`config.mk`:
```
export PLATFORM = sky130hd
export DESIGN_NAME = temp_result_alarm
export DESIGN_NICKNAME = d
export VERILOG_FILES = /design/src/rtl/temp_code_formatter.v /design/src/rtl/temp_result_alarm.v
export VERILOG_INCLUDE_DIRS = /design/src /design/src/rtl
export SDC_FILE = /design/constraint.sdc
export NUM_CORES = 1
export LEC_CHECK = 0
export ABC_AREA = 0
export BUFFER_PORTS_ARGS = -buffer_cell sky130_fd_sc_hd__buf_2
export CAP_MARGIN = 0
export CORE_MARGIN = 2
export CORE_UTILIZATION = 32
export CTS_CLUSTER_SIZE = 16
export DETAILED_ROUTE_END_ITERATION = 6
export HOLD_SLACK_MARGIN = 0.15
export PLACE_DENSITY = 0.56
export SETUP_SLACK_MARGIN = 0.15
export SLEW_MARGIN = 20
export SYNTH_ARGS = -nofsm -noshare
export SYNTH_HDL_FRONTEND = slang
export SYNTH_SLANG_ARGS = --single-unit
```
`constraint.sdc`:
```
create_clock -name mclk_in -period 3.6 [get_ports mclk_in]
set_input_delay 0.36 -clock mclk_in [delete_from_list [all_inputs] [get_ports mclk_in]]
set_output_delay 0.36 -clock mclk_in [all_outputs]
set_load 0.02 [all_outputs]
```
`src/rtl/temp_alarm_defines.vh`:
```
`ifndef TEMP_ALARM_DEFINES_VH
`define TEMP_ALARM_DEFINES_VH

// Register read offsets
`define RD_INT_VALUE_HI      8'h00
`define RD_REM_VALUE_HI      8'h01
`define RD_STATUS            8'h02
`define RD_CONFIG            8'h03
`define RD_INT_HIGH_LIMIT    8'h05
`define RD_INT_LOW_LIMIT     8'h06
`define RD_REM_HIGH_LIMIT    8'h07
`define RD_REM_LOW_LIMIT     8'h08
`define RD_REM_VALUE_LO      8'h10
`define RD_REM_THERMOSTAT_OUTPUT_LIMIT   8'h19
`define RD_INT_THERMOSTAT_OUTPUT_LIMIT   8'h20
`define RD_THERMOSTAT_OUTPUT_HYST        8'h21
`define RD_INT_VALUE_LO      8'h29

// Register write offsets
`define WR_CONFIG            8'h09
`define WR_INT_HIGH_LIMIT    8'h0b
`define WR_INT_LOW_LIMIT     8'h0c
`define WR_REM_HIGH_LIMIT    8'h0d
`define WR_REM_LOW_LIMIT     8'h0e
`define WR_ONE_SHOT          8'h0f
`define WR_REM_THERMOSTAT_OUTPUT_LIMIT   8'h19
`define WR_INT_THERMOSTAT_OUTPUT_LIMIT   8'h20
`define WR_THERMOSTAT_OUTPUT_HYST        8'h21

// Configuration fields
`define CFG_MASK_BIT         7
`define CFG_STANDBY_BIT      6
`define CFG_THERM2_BIT       5
`define CFG_RANGE_BIT        2

// Status fields
`define ST_BUSY_BIT          7
`define ST_INT_HIGH_BIT      6
`define ST_INT_LOW_BIT       5
`define ST_REM_HIGH_BIT      4
`define ST_REM_LOW_BIT       3
`define ST_FAULT_BIT         2
`define ST_REM_THERMOSTAT_OUTPUT_BIT     1
`define ST_INT_THERMOSTAT_OUTPUT_BIT     0

// Reset values
`define RST_CONFIG           8'h00
`define RST_HIGH_LIMIT       8'h55
`define RST_LOW_LIMIT        8'h00
`define RST_THERMOSTAT_OUTPUT_LIMIT      8'h55
`define RST_THERMOSTAT_OUTPUT_HYST       8'h0a

// Temperature codes, input in eighths of a degree, two's complement
`define TEMP_DEF_MAX_IN      12'sd1016
`define TEMP_EXT_MIN_IN      -12'sd512
`define TEMP_EXT_MAX_IN      12'sd1528
`define TEMP_EXT_OFFSET      12'sd512
`define CODE_DEF_MAX         11'h3f8
`define CODE_EXT_MAX         11'h7f8

`endif

```
`src/rtl/temp_code_formatter.v`:
```
`timescale 1ns/1ps
`default_nettype none
`include "temp_alarm_defines.vh"

// Turns a signed eighth-degree reading into the 11-bit result code
module temp_code_formatter #(
  parameter DROP_LSBS = 0                      // Low result bits forced to zero
) (
  input  wire signed [11:0] temp_in,           // Reading in 0.125 degree steps
  input  wire               extended_in,       // Offset-binary range selected
  output reg         [10:0] code_out           // Formatted 11-bit result
);

  reg signed [11:0] shifted;                   // Reading plus range offset
  reg        [10:0] raw;                       // Code before resolution trim

  // Clamp and encode per selected range
  always @* begin
    shifted = temp_in + `TEMP_EXT_OFFSET;
    raw     = 11'h000;
    if (extended_in) begin
      if (temp_in <= `TEMP_EXT_MIN_IN)
        raw = 11'h000;
      else if (temp_in >= `TEMP_EXT_MAX_IN)
        raw = `CODE_EXT_MAX;
      else
        raw = shifted[10:0];
    end else begin
      if (temp_in <= 12'sd0)
        raw = 11'h000;
      else if (temp_in >= `TEMP_DEF_MAX_IN)
        raw = `CODE_DEF_MAX;
      else
        raw = temp_in[10:0];
    end
    // Coarser zones simply lose their bottom bits
    code_out = raw & ~((11'h001 << DROP_LSBS) - 11'h001);
  end

endmodule // temp_code_formatter
`default_nettype wire

```
`src/rtl/temp_result_alarm.v`:
```
`timescale 1ns/1ps
`default_nettype none
`include "temp_alarm_defines.vh"

module temp_result_alarm (
  input  wire               mclk_in,            // 200 MHz core clock
  input  wire               reset_n_in,         // Async power-on reset
  input  wire        [7:0]  reg_addr_in,        // Register offset
  input  wire               reg_wr_in,          // Write strobe, one cycle
  input  wire        [7:0]  reg_wdata_in,       // Write data
  input  wire               reg_rd_in,          // Read strobe, one cycle
  output reg         [7:0]  reg_rdata_out,      // Read data, valid cycle after strobe
  input  wire               ara_serviced_in,    // Alert response answered, one cycle
  input  wire               meas_done_in,       // Front end result valid, one cycle
  input  wire               meas_zone_in,       // 0 internal, 1 remote
  input  wire signed [11:0] meas_temp_in,       // Reading in eighth degrees
  input  wire               meas_fault_in,      // Remote diode open with result
  output reg                meas_start_out,     // Start a two-zone conversion
  output reg                analog_enable_out,  // Analog front end powered
  output reg                alert_or_second_thermostat_out, // Pin drive level
  output reg                alert_or_second_thermostat_oe_out, // Pulls pin low
  output reg                thermostat_output,  // Pin drive level
  output reg                thermostat_oe_out   // Pulls pin low
);

  // Software registers
  reg  [7:0]  config_reg;          // Mask, standby, mode, range
  reg  [7:0]  int_high_lim_reg;    // Internal high limit
  reg  [7:0]  int_low_lim_reg;     // Internal low limit
  reg  [7:0]  rem_high_lim_reg;    // Remote high limit
  reg  [7:0]  rem_low_lim_reg;     // Remote low limit
  reg  [7:0]  int_thermostat_output_lim_reg;   // Internal thermostat limit
  reg  [7:0]  rem_thermostat_output_lim_reg;   // Remote thermostat limit
  reg  [7:0]  hyst_reg;            // Shared hysteresis
  // Stored results and interlocked low bytes
  reg  [10:0] int_code_reg;        // Internal result code
  reg  [10:0] rem_code_reg;        // Remote result code
  reg  [2:0]  int_lo_hold_reg;     // Frozen internal low bits
  reg  [2:0]  rem_lo_hold_reg;     // Frozen remote low bits
  reg         int_lock_reg;        // Internal low byte frozen
  reg         rem_lock_reg;        // Remote low byte frozen
  // Conversion control and alarm state
  reg         busy_reg;            // Conversion in flight
  reg         one_shot_reg;        // One-shot request pending
  reg         fault_reg;           // Last remote conversion saw open diode
  reg  [6:2]  status_reg;          // Sticky status flags
  reg         int_thermostat_output_reg;       // Internal thermostat state
  reg         rem_thermostat_output_reg;       // Remote thermostat state
  reg         int_t2_reg;          // Internal second-thermostat state
  reg         rem_t2_reg;          // Remote second-thermostat state
  reg         alert_latch_reg;     // Bus alert latch

  // Formatted codes, derived fields and high bytes
  wire [10:0] fmt_code;            // Formatted incoming reading
  wire [10:0] fmt_code_int;        // Same, internal resolution
  // Field views of the configuration
  wire        ext_range = config_reg[`CFG_RANGE_BIT];
  wire        standby   = config_reg[`CFG_STANDBY_BIT];
  wire        therm2    = config_reg[`CFG_THERM2_BIT];
  wire        masked    = config_reg[`CFG_MASK_BIT];
  // High bytes are the only part compared against limits
  wire [7:0]  int_hi    = int_code_reg[10:3];
  wire [7:0]  rem_hi    = rem_code_reg[10:3];

  // Remote zone keeps full resolution
  temp_code_formatter #(.DROP_LSBS(0)) u_fmt_rem (
    .temp_in     (meas_temp_in),
    .extended_in (ext_range),
    .code_out    (fmt_code)
  );

  // Internal zone truncates to half degrees
  temp_code_formatter #(.DROP_LSBS(2)) u_fmt_int (
    .temp_in     (meas_temp_in),
    .extended_in (ext_range),
    .code_out    (fmt_code_int)
  );

  // Saturating limit minus hysteresis
  // A small limit must not wrap to a release point near the top
  function [7:0] release_point;
    input [7:0] lim;
    input [7:0] hy;
    begin
      release_point = (lim > hy) ? (lim - hy) : 8'h00;
    end
  endfunction

  // Live conditions from stored codes; limits follow at once when rewritten
  wire int_over   = int_hi > int_high_lim_reg;
  wire int_under  = int_hi < int_low_lim_reg;
  wire rem_over   = rem_hi > rem_high_lim_reg;
  wire rem_under  = rem_hi < rem_low_lim_reg;
  // Status bits 6..2 in register order
  wire [6:2] cond = {int_over, int_under, rem_over, rem_under, fault_reg};
  // Every status read is a clearing read
  wire status_clear = reg_rd_in && (reg_addr_in == `RD_STATUS);
  wire out_of_window = |cond;

  // Hysteresis state for all four comparators: both thermostats and both second thermostats
  wire int_thermostat_output_next = int_thermostat_output_reg ?
       !(int_hi < release_point(int_thermostat_output_lim_reg, hyst_reg)) :
       (int_hi > int_thermostat_output_lim_reg);
  wire rem_thermostat_output_next = rem_thermostat_output_reg ?
       !(rem_hi < release_point(rem_thermostat_output_lim_reg, hyst_reg)) :
       (rem_hi > rem_thermostat_output_lim_reg);
  wire int_t2_next = int_t2_reg ?
       !(int_hi < release_point(int_high_lim_reg, hyst_reg)) :
       (int_hi > int_high_lim_reg);
  wire rem_t2_next = rem_t2_reg ?
       !(rem_hi < release_point(rem_high_lim_reg, hyst_reg)) :
       (rem_hi > rem_high_lim_reg);

  // Register writes
  always @(posedge mclk_in or negedge reset_n_in) begin
    if (!reset_n_in) begin
      config_reg        <= `RST_CONFIG;
      int_high_lim_reg  <= `RST_HIGH_LIMIT;
      int_low_lim_reg   <= `RST_LOW_LIMIT;
      rem_high_lim_reg  <= `RST_HIGH_LIMIT;
      rem_low_lim_reg   <= `RST_LOW_LIMIT;
      int_thermostat_output_lim_reg <= `RST_THERMOSTAT_OUTPUT_LIMIT;
      rem_thermostat_output_lim_reg <= `RST_THERMOSTAT_OUTPUT_LIMIT;
      hyst_reg          <= `RST_THERMOSTAT_OUTPUT_HYST;
    end else if (reg_wr_in) begin
      // Limit writes accepted in any mode, standby included
      case (reg_addr_in)
        `WR_CONFIG:          config_reg        <= reg_wdata_in;
        `WR_INT_HIGH_LIMIT:  int_high_lim_reg  <= reg_wdata_in;
        `WR_INT_LOW_LIMIT:   int_low_lim_reg   <= reg_wdata_in;
        `WR_REM_HIGH_LIMIT:  rem_high_lim_reg  <= reg_wdata_in;
        `WR_REM_LOW_LIMIT:   rem_low_lim_reg   <= reg_wdata_in;
        `WR_INT_THERMOSTAT_OUTPUT_LIMIT: int_thermostat_output_lim_reg <= reg_wdata_in;
        `WR_REM_THERMOSTAT_OUTPUT_LIMIT: rem_thermostat_output_lim_reg <= reg_wdata_in;
        `WR_THERMOSTAT_OUTPUT_HYST:      hyst_reg          <= reg_wdata_in;
        default: ;           // Undefined offsets ignored
      endcase
    end
  end

  // Conversion sequencing: free running, or one-shot in standby
  always @(posedge mclk_in or negedge reset_n_in) begin
    if (!reset_n_in) begin
      busy_reg          <= 1'b0;
      one_shot_reg      <= 1'b0;
      meas_start_out    <= 1'b0;
      analog_enable_out <= 1'b0;
    end else begin
      // Start pulse lasts one cycle unless set below
      meas_start_out <= 1'b0;
      // One-shot only means something in standby; in run it is redundant
      if (reg_wr_in && reg_addr_in == `WR_ONE_SHOT && standby)
        one_shot_reg <= 1'b1;
      // Analog stays on while a one-shot runs, else follows standby
      analog_enable_out <= !standby || busy_reg || one_shot_reg;
      // Idle and allowed: launch both zones
      if (!busy_reg && (!standby || one_shot_reg)) begin
        busy_reg       <= 1'b1;
        meas_start_out <= 1'b1;
        one_shot_reg   <= 1'b0;
      end else if (busy_reg && meas_done_in && meas_zone_in) begin
        busy_reg <= 1'b0; // Remote zone ends the pair
      end
    end
  end

  // Result capture and low byte interlock
  always @(posedge mclk_in or negedge reset_n_in) begin
    if (!reset_n_in) begin
      int_code_reg    <= 11'h000;
      rem_code_reg    <= 11'h000;
      fault_reg       <= 1'b0;
      int_lo_hold_reg <= 3'h0;
      rem_lo_hold_reg <= 3'h0;
      int_lock_reg    <= 1'b0;
      rem_lock_reg    <= 1'b0;
    end else begin
      // Each zone's strobe captures its own code
      if (meas_done_in && !meas_zone_in)
        int_code_reg <= fmt_code_int;
      if (meas_done_in && meas_zone_in) begin
        rem_code_reg <= fmt_code;
        fault_reg    <= meas_fault_in;
      end
      // Hold copy tracks live value only while unlocked
      if (!int_lock_reg)
        int_lo_hold_reg <= int_code_reg[2:0];
      if (!rem_lock_reg)
        rem_lo_hold_reg <= rem_code_reg[2:0];
      // High byte read freezes, low byte read releases
      if (reg_rd_in && reg_addr_in == `RD_INT_VALUE_HI) begin
        int_lock_reg    <= 1'b1;
        int_lo_hold_reg <= int_code_reg[2:0];
      end else if (reg_rd_in && reg_addr_in == `RD_INT_VALUE_LO)
        int_lock_reg <= 1'b0;
      if (reg_rd_in && reg_addr_in == `RD_REM_VALUE_HI) begin
        rem_lock_reg    <= 1'b1;
        rem_lo_hold_reg <= rem_code_reg[2:0];
      end else if (reg_rd_in && reg_addr_in == `RD_REM_VALUE_LO)
        rem_lock_reg <= 1'b0;
    end
  end

  // Sticky status: a live condition always wins over a clearing read
  always @(posedge mclk_in or negedge reset_n_in) begin
    if (!reset_n_in)
      status_reg <= 5'h00;
    // Clearing read keeps only conditions still present
    else if (status_clear)
      status_reg <= cond;
    // Otherwise flags accumulate until read
    else
      status_reg <= status_reg | cond;
  end

  // Thermostat and alert state
  always @(posedge mclk_in or negedge reset_n_in) begin
    if (!reset_n_in) begin
      int_thermostat_output_reg   <= 1'b0;
      rem_thermostat_output_reg   <= 1'b0;
      int_t2_reg      <= 1'b0;
      rem_t2_reg      <= 1'b0;
      alert_latch_reg <= 1'b0;
    end else begin
      // Comparators run every cycle, standby included
      int_thermostat_output_reg <= int_thermostat_output_next;
      rem_thermostat_output_reg <= rem_thermostat_output_next;
      int_t2_reg    <= int_t2_next;
      rem_t2_reg    <= rem_t2_next;
      // Set is tested first, so it wins over a release
      if (out_of_window && !masked)
        alert_latch_reg <= 1'b1;
      // Release needs the response, no condition and no flags
      else if (ara_serviced_in && !out_of_window && status_reg == 5'h00)
        alert_latch_reg <= 1'b0;
    end
  end

  // Open-drain pins: level fixed low, enable carries the assertion
  always @(posedge mclk_in or negedge reset_n_in) begin
    if (!reset_n_in) begin
      alert_or_second_thermostat_out    <= 1'b0;
      alert_or_second_thermostat_oe_out <= 1'b0;
      thermostat_output                 <= 1'b0;
      thermostat_oe_out                 <= 1'b0;
    end else begin
      alert_or_second_thermostat_out <= 1'b0;
      thermostat_output              <= 1'b0;
      // Mask ignored in thermostat mode
      alert_or_second_thermostat_oe_out <= therm2 ? (int_t2_next || rem_t2_next) :
                                           alert_latch_reg;
      // Thermostat pin never sees the mask
      thermostat_oe_out <= int_thermostat_output_next || rem_thermostat_output_next;
    end
  end

  // Read data, registered one cycle after strobe
  always @(posedge mclk_in or negedge reset_n_in) begin
    if (!reset_n_in)
      reg_rdata_out <= 8'h00;
    else if (reg_rd_in) begin
      case (reg_addr_in)
        `RD_INT_VALUE_HI:    reg_rdata_out <= int_hi;
        `RD_REM_VALUE_HI:    reg_rdata_out <= rem_hi;
        // Low bytes come from the hold copy
        `RD_INT_VALUE_LO:    reg_rdata_out <= {int_lo_hold_reg, 5'h00};
        `RD_REM_VALUE_LO:    reg_rdata_out <= {rem_lo_hold_reg, 5'h00};
        // Busy, sticky flags, then live thermostat states
        `RD_STATUS:          reg_rdata_out <= {busy_reg, status_reg,
                                               rem_thermostat_output_reg, int_thermostat_output_reg};
        `RD_CONFIG:          reg_rdata_out <= config_reg;
        `RD_INT_HIGH_LIMIT:  reg_rdata_out <= int_high_lim_reg;
        `RD_INT_LOW_LIMIT:   reg_rdata_out <= int_low_lim_reg;
        `RD_REM_HIGH_LIMIT:  reg_rdata_out <= rem_high_lim_reg;
        `RD_REM_LOW_LIMIT:   reg_rdata_out <= rem_low_lim_reg;
        `RD_INT_THERMOSTAT_OUTPUT_LIMIT: reg_rdata_out <= int_thermostat_output_lim_reg;
        `RD_REM_THERMOSTAT_OUTPUT_LIMIT: reg_rdata_out <= rem_thermostat_output_lim_reg;
        `RD_THERMOSTAT_OUTPUT_HYST:      reg_rdata_out <= hyst_reg;
        default:             reg_rdata_out <= 8'h00; // Undefined reads zero
      endcase
    end
  end

endmodule // temp_result_alarm
`default_nettype wire
```
==> results_dict.tcl <==
set metrics [dict create \
    yosysWarningCount 0 \
    firstDrtPassIters 5 \
    nNetsFinal 1139 \
    post_cts_buffers 0 \
    ys.flop_type "dfrtp_1" \
    area_delta_synth_final_pct 18.9 \
    worst_pin_slew_ns 0.859 \
    vdd_ir_drop_max_v 0.000247 \
    maxSlewViolCount 0 \
    root_buffer "clkbuf_16" \
    stdcell_area_um2 10300 \
    max_freq_mhz 285 \
    syn_area_um2 8660 \
    wl_per_cell_um 20.3 \
    finish.utilization_pct 38.5 \
    port_buffers 47 \
    syn_avg_cell_area_um2 9.57 \
    setup_violations 0 \
    core_um2 26700 \
    async_flop_share_pct 100 \
    antenna_cells 0 \
    ys_ff_latch 115 \
    gp_congestion 0.887 \
    crit_type "register to register" \
    synth_edf_count 0 \
    cts_sinks 115 \
    grt_pass1_vias 7355 \
    die-width_um 168 \
    leakage_uw 0.00462 \
    synth_common_cells "ha_1, dfrtp_1, inv_1" \
    totalPowerFinal_uw 4320 \
    vias 7389 \
    start_util_pct 32.4 \
    min_period_ns 3.51 \
    overflow 0 \
    die_area_um2 28400 \
    synth.most_common_cell "ha_1" \
    ys_types 67 \
    die_y_um 168 \
    boundaryPins 50 \
    cp-end-kind "register" \
    drc 0 \
    tns_ns 0 \
    status "complete, no violations" \
    cts.clk_slew.worst_paths_ns 0.06 \
    avgViaCountPerCell 5.49 \
    drive_above_1_share_pct 23.9 \
    grt_first_pass_wirelength_mm 42.7 \
    grtUsageTotal_pct 19.6 \
    worstSetupStartpointType "register" \
    synth_largest_area_cell "dfrtp_1" \
    rows 60 \
    powerDensity_nw_per_um2 419 \
    htree_levels 4 \
    cp_data_arrival_time_ns 3.82 \
    hp-class "primary input to register" \
    cp.required_ns 3.91 \
    ys_seq_area_share_pct 33.5 \
    wl_mm 27.3 \
    cts_buffers 17 \
    fin_crit_sh_pct 97.6 \
    crit_fanout 4 \
    hold_viol_final 0 \
    largest_register_ffs 11 \
    cts_tree "done" \
    grt_max_degree 63 \
    clock_skew_ns 0.00560 \
    synth.area.top_cells "dfrtp_1, ha_1, mux2_2" \
    drt_iter0_markers 485 \
    insertion_delay_ns 0.42 \
    clock_path_buffers 2 \
    dp_hpwl_mm 20.5 \
    synth_top_cell_area_share_pct 28.0 \
    dpl_cell_area_um2 9520 \
    drtAntennaViolNets 0 \
    relSlewSlack_pct 42.7 \
    drv_cap 0 \
    syn_inst 905 \
    antenna_found_initial 1 \
    rsz0062_at_grt "yes" \
]
==> power breakdown <==
group	switching, uW	internal, uW
combinational	544	432
sequential	168	1400
clock	653	1120
total	1360	2960
==> final timing paths <==
path	from	to	slack, ns	cells past startpoint
min	meas_fault_in	fault_reg$_DFFE_PN0P_	0.18	2
max reg2reg	int_high_lim_reg[0]$_DFFE_PN1P_	alert_or_second_thermostat_oe_out$_DFF_PN0_	0.09	14
min reg2reg	rem_code_reg[2]$_DFFE_PN0P_	rem_code_reg[2]$_DFFE_PN0P_	0.48	2
max in group asynchronous	reset_n_in	int_thermostat_output_lim_reg[6]$_DFFE_PN1P_	2.15	3
max	int_high_lim_reg[0]$_DFFE_PN1P_	alert_or_second_thermostat_oe_out$_DFF_PN0_	0.09	14
min in group asynchronous	reset_n_in	int_low_lim_reg[7]$_DFFE_PN0P_	0.58	2
==> critical path: stages, from the launching register on <==
cell and delay (ns):
dfstp_2 0.52, inv_1 0.05, ha_1 0.22, fa_1 0.39
nand2b_4 0.16, a211oi_2 0.23, nor3_2 0.10, nor2_2 0.16
nand3b_1 0.10, ha_1 0.30, a211oi_2 0.23, nand2_1 0.12
a2111oi_4 0.38, a2bb2oi_2 0.13, o31a_1 0.29
==> logic make-up after synthesis <==
logic type | count (synthesis) | share of synthesized area (%)
DFF | 115 | 33.5
AOI/OAI and AO/OA | 217 | 16.7
other | 1 | 0.0433
muxes | 90 | 12.2
buffers and inverters | 114 | 5.26
xor gates and xnor gates | 10 | 1.01
adders and majority gates | 112 | 16.5
and+or+nand+nor | 246 | 14.7
==> repair_timing <==
item | CTS | global route
pin swaps | 2 | 9
setup endpoints to repair | 6 | 5
hold endpoints to repair | 55 | 0
resized for setup | 16 | 21
hold buffers | 1 | 0
==> layer usage <==
layer  vias up  GRT usage, %  routed length, um
met5         -             0                  0
met4         0          6.48                659
met3        38          3.79               1570
met2       202          31.2              12400
met1      3636          26.9              12600
li1       3513             -                  -
==> layout make-up <==
| cell class | count | area, um2 |
|---|---|---|
| clock buffers | 20 | 457 |
| clock inverters | 12 | 155 |
| fillers | 2691 | 16400 |
| inverters | 95 | 357 |
| multi-input cells | 677 | 5460 |
| flip-flops and latches | 115 | 2900 |
| well taps | 341 | 427 |
| repair buffers | 85 | 538 |
==> layout by cell type, fill, tap and decap left out, types with 21 or more instances in the layout <==
master | synthesis | final
buf_4 | 5 | 37
nand4_1 | 21 | 21
nand2_1 | 69 | 69
nand3_1 | 27 | 26
o21ai_0 | 48 | 42
ha_1 | 108 | 108
inv_1 | 94 | 94
dfrtp_1 | 97 | 96
mux2_2 | 66 | 66
nor2_1 | 49 | 47
a21oi_1 | 46 | 42
buf_2 | 6 | 46
==> metrics by stage <==
stage               std cells  hold WS (ns)  setup WS, ns
floorplan                 906        0.0644         0.195
global placement         1312         0.464        -0.136
detailed placement       1312         0.471        -0.133
CTS                      1345         0.170        0.0752
global route             1345         0.183        -0.115
finish                   1345         0.177        0.0854
No activity file was read; power rests on OpenSTA's default activity.
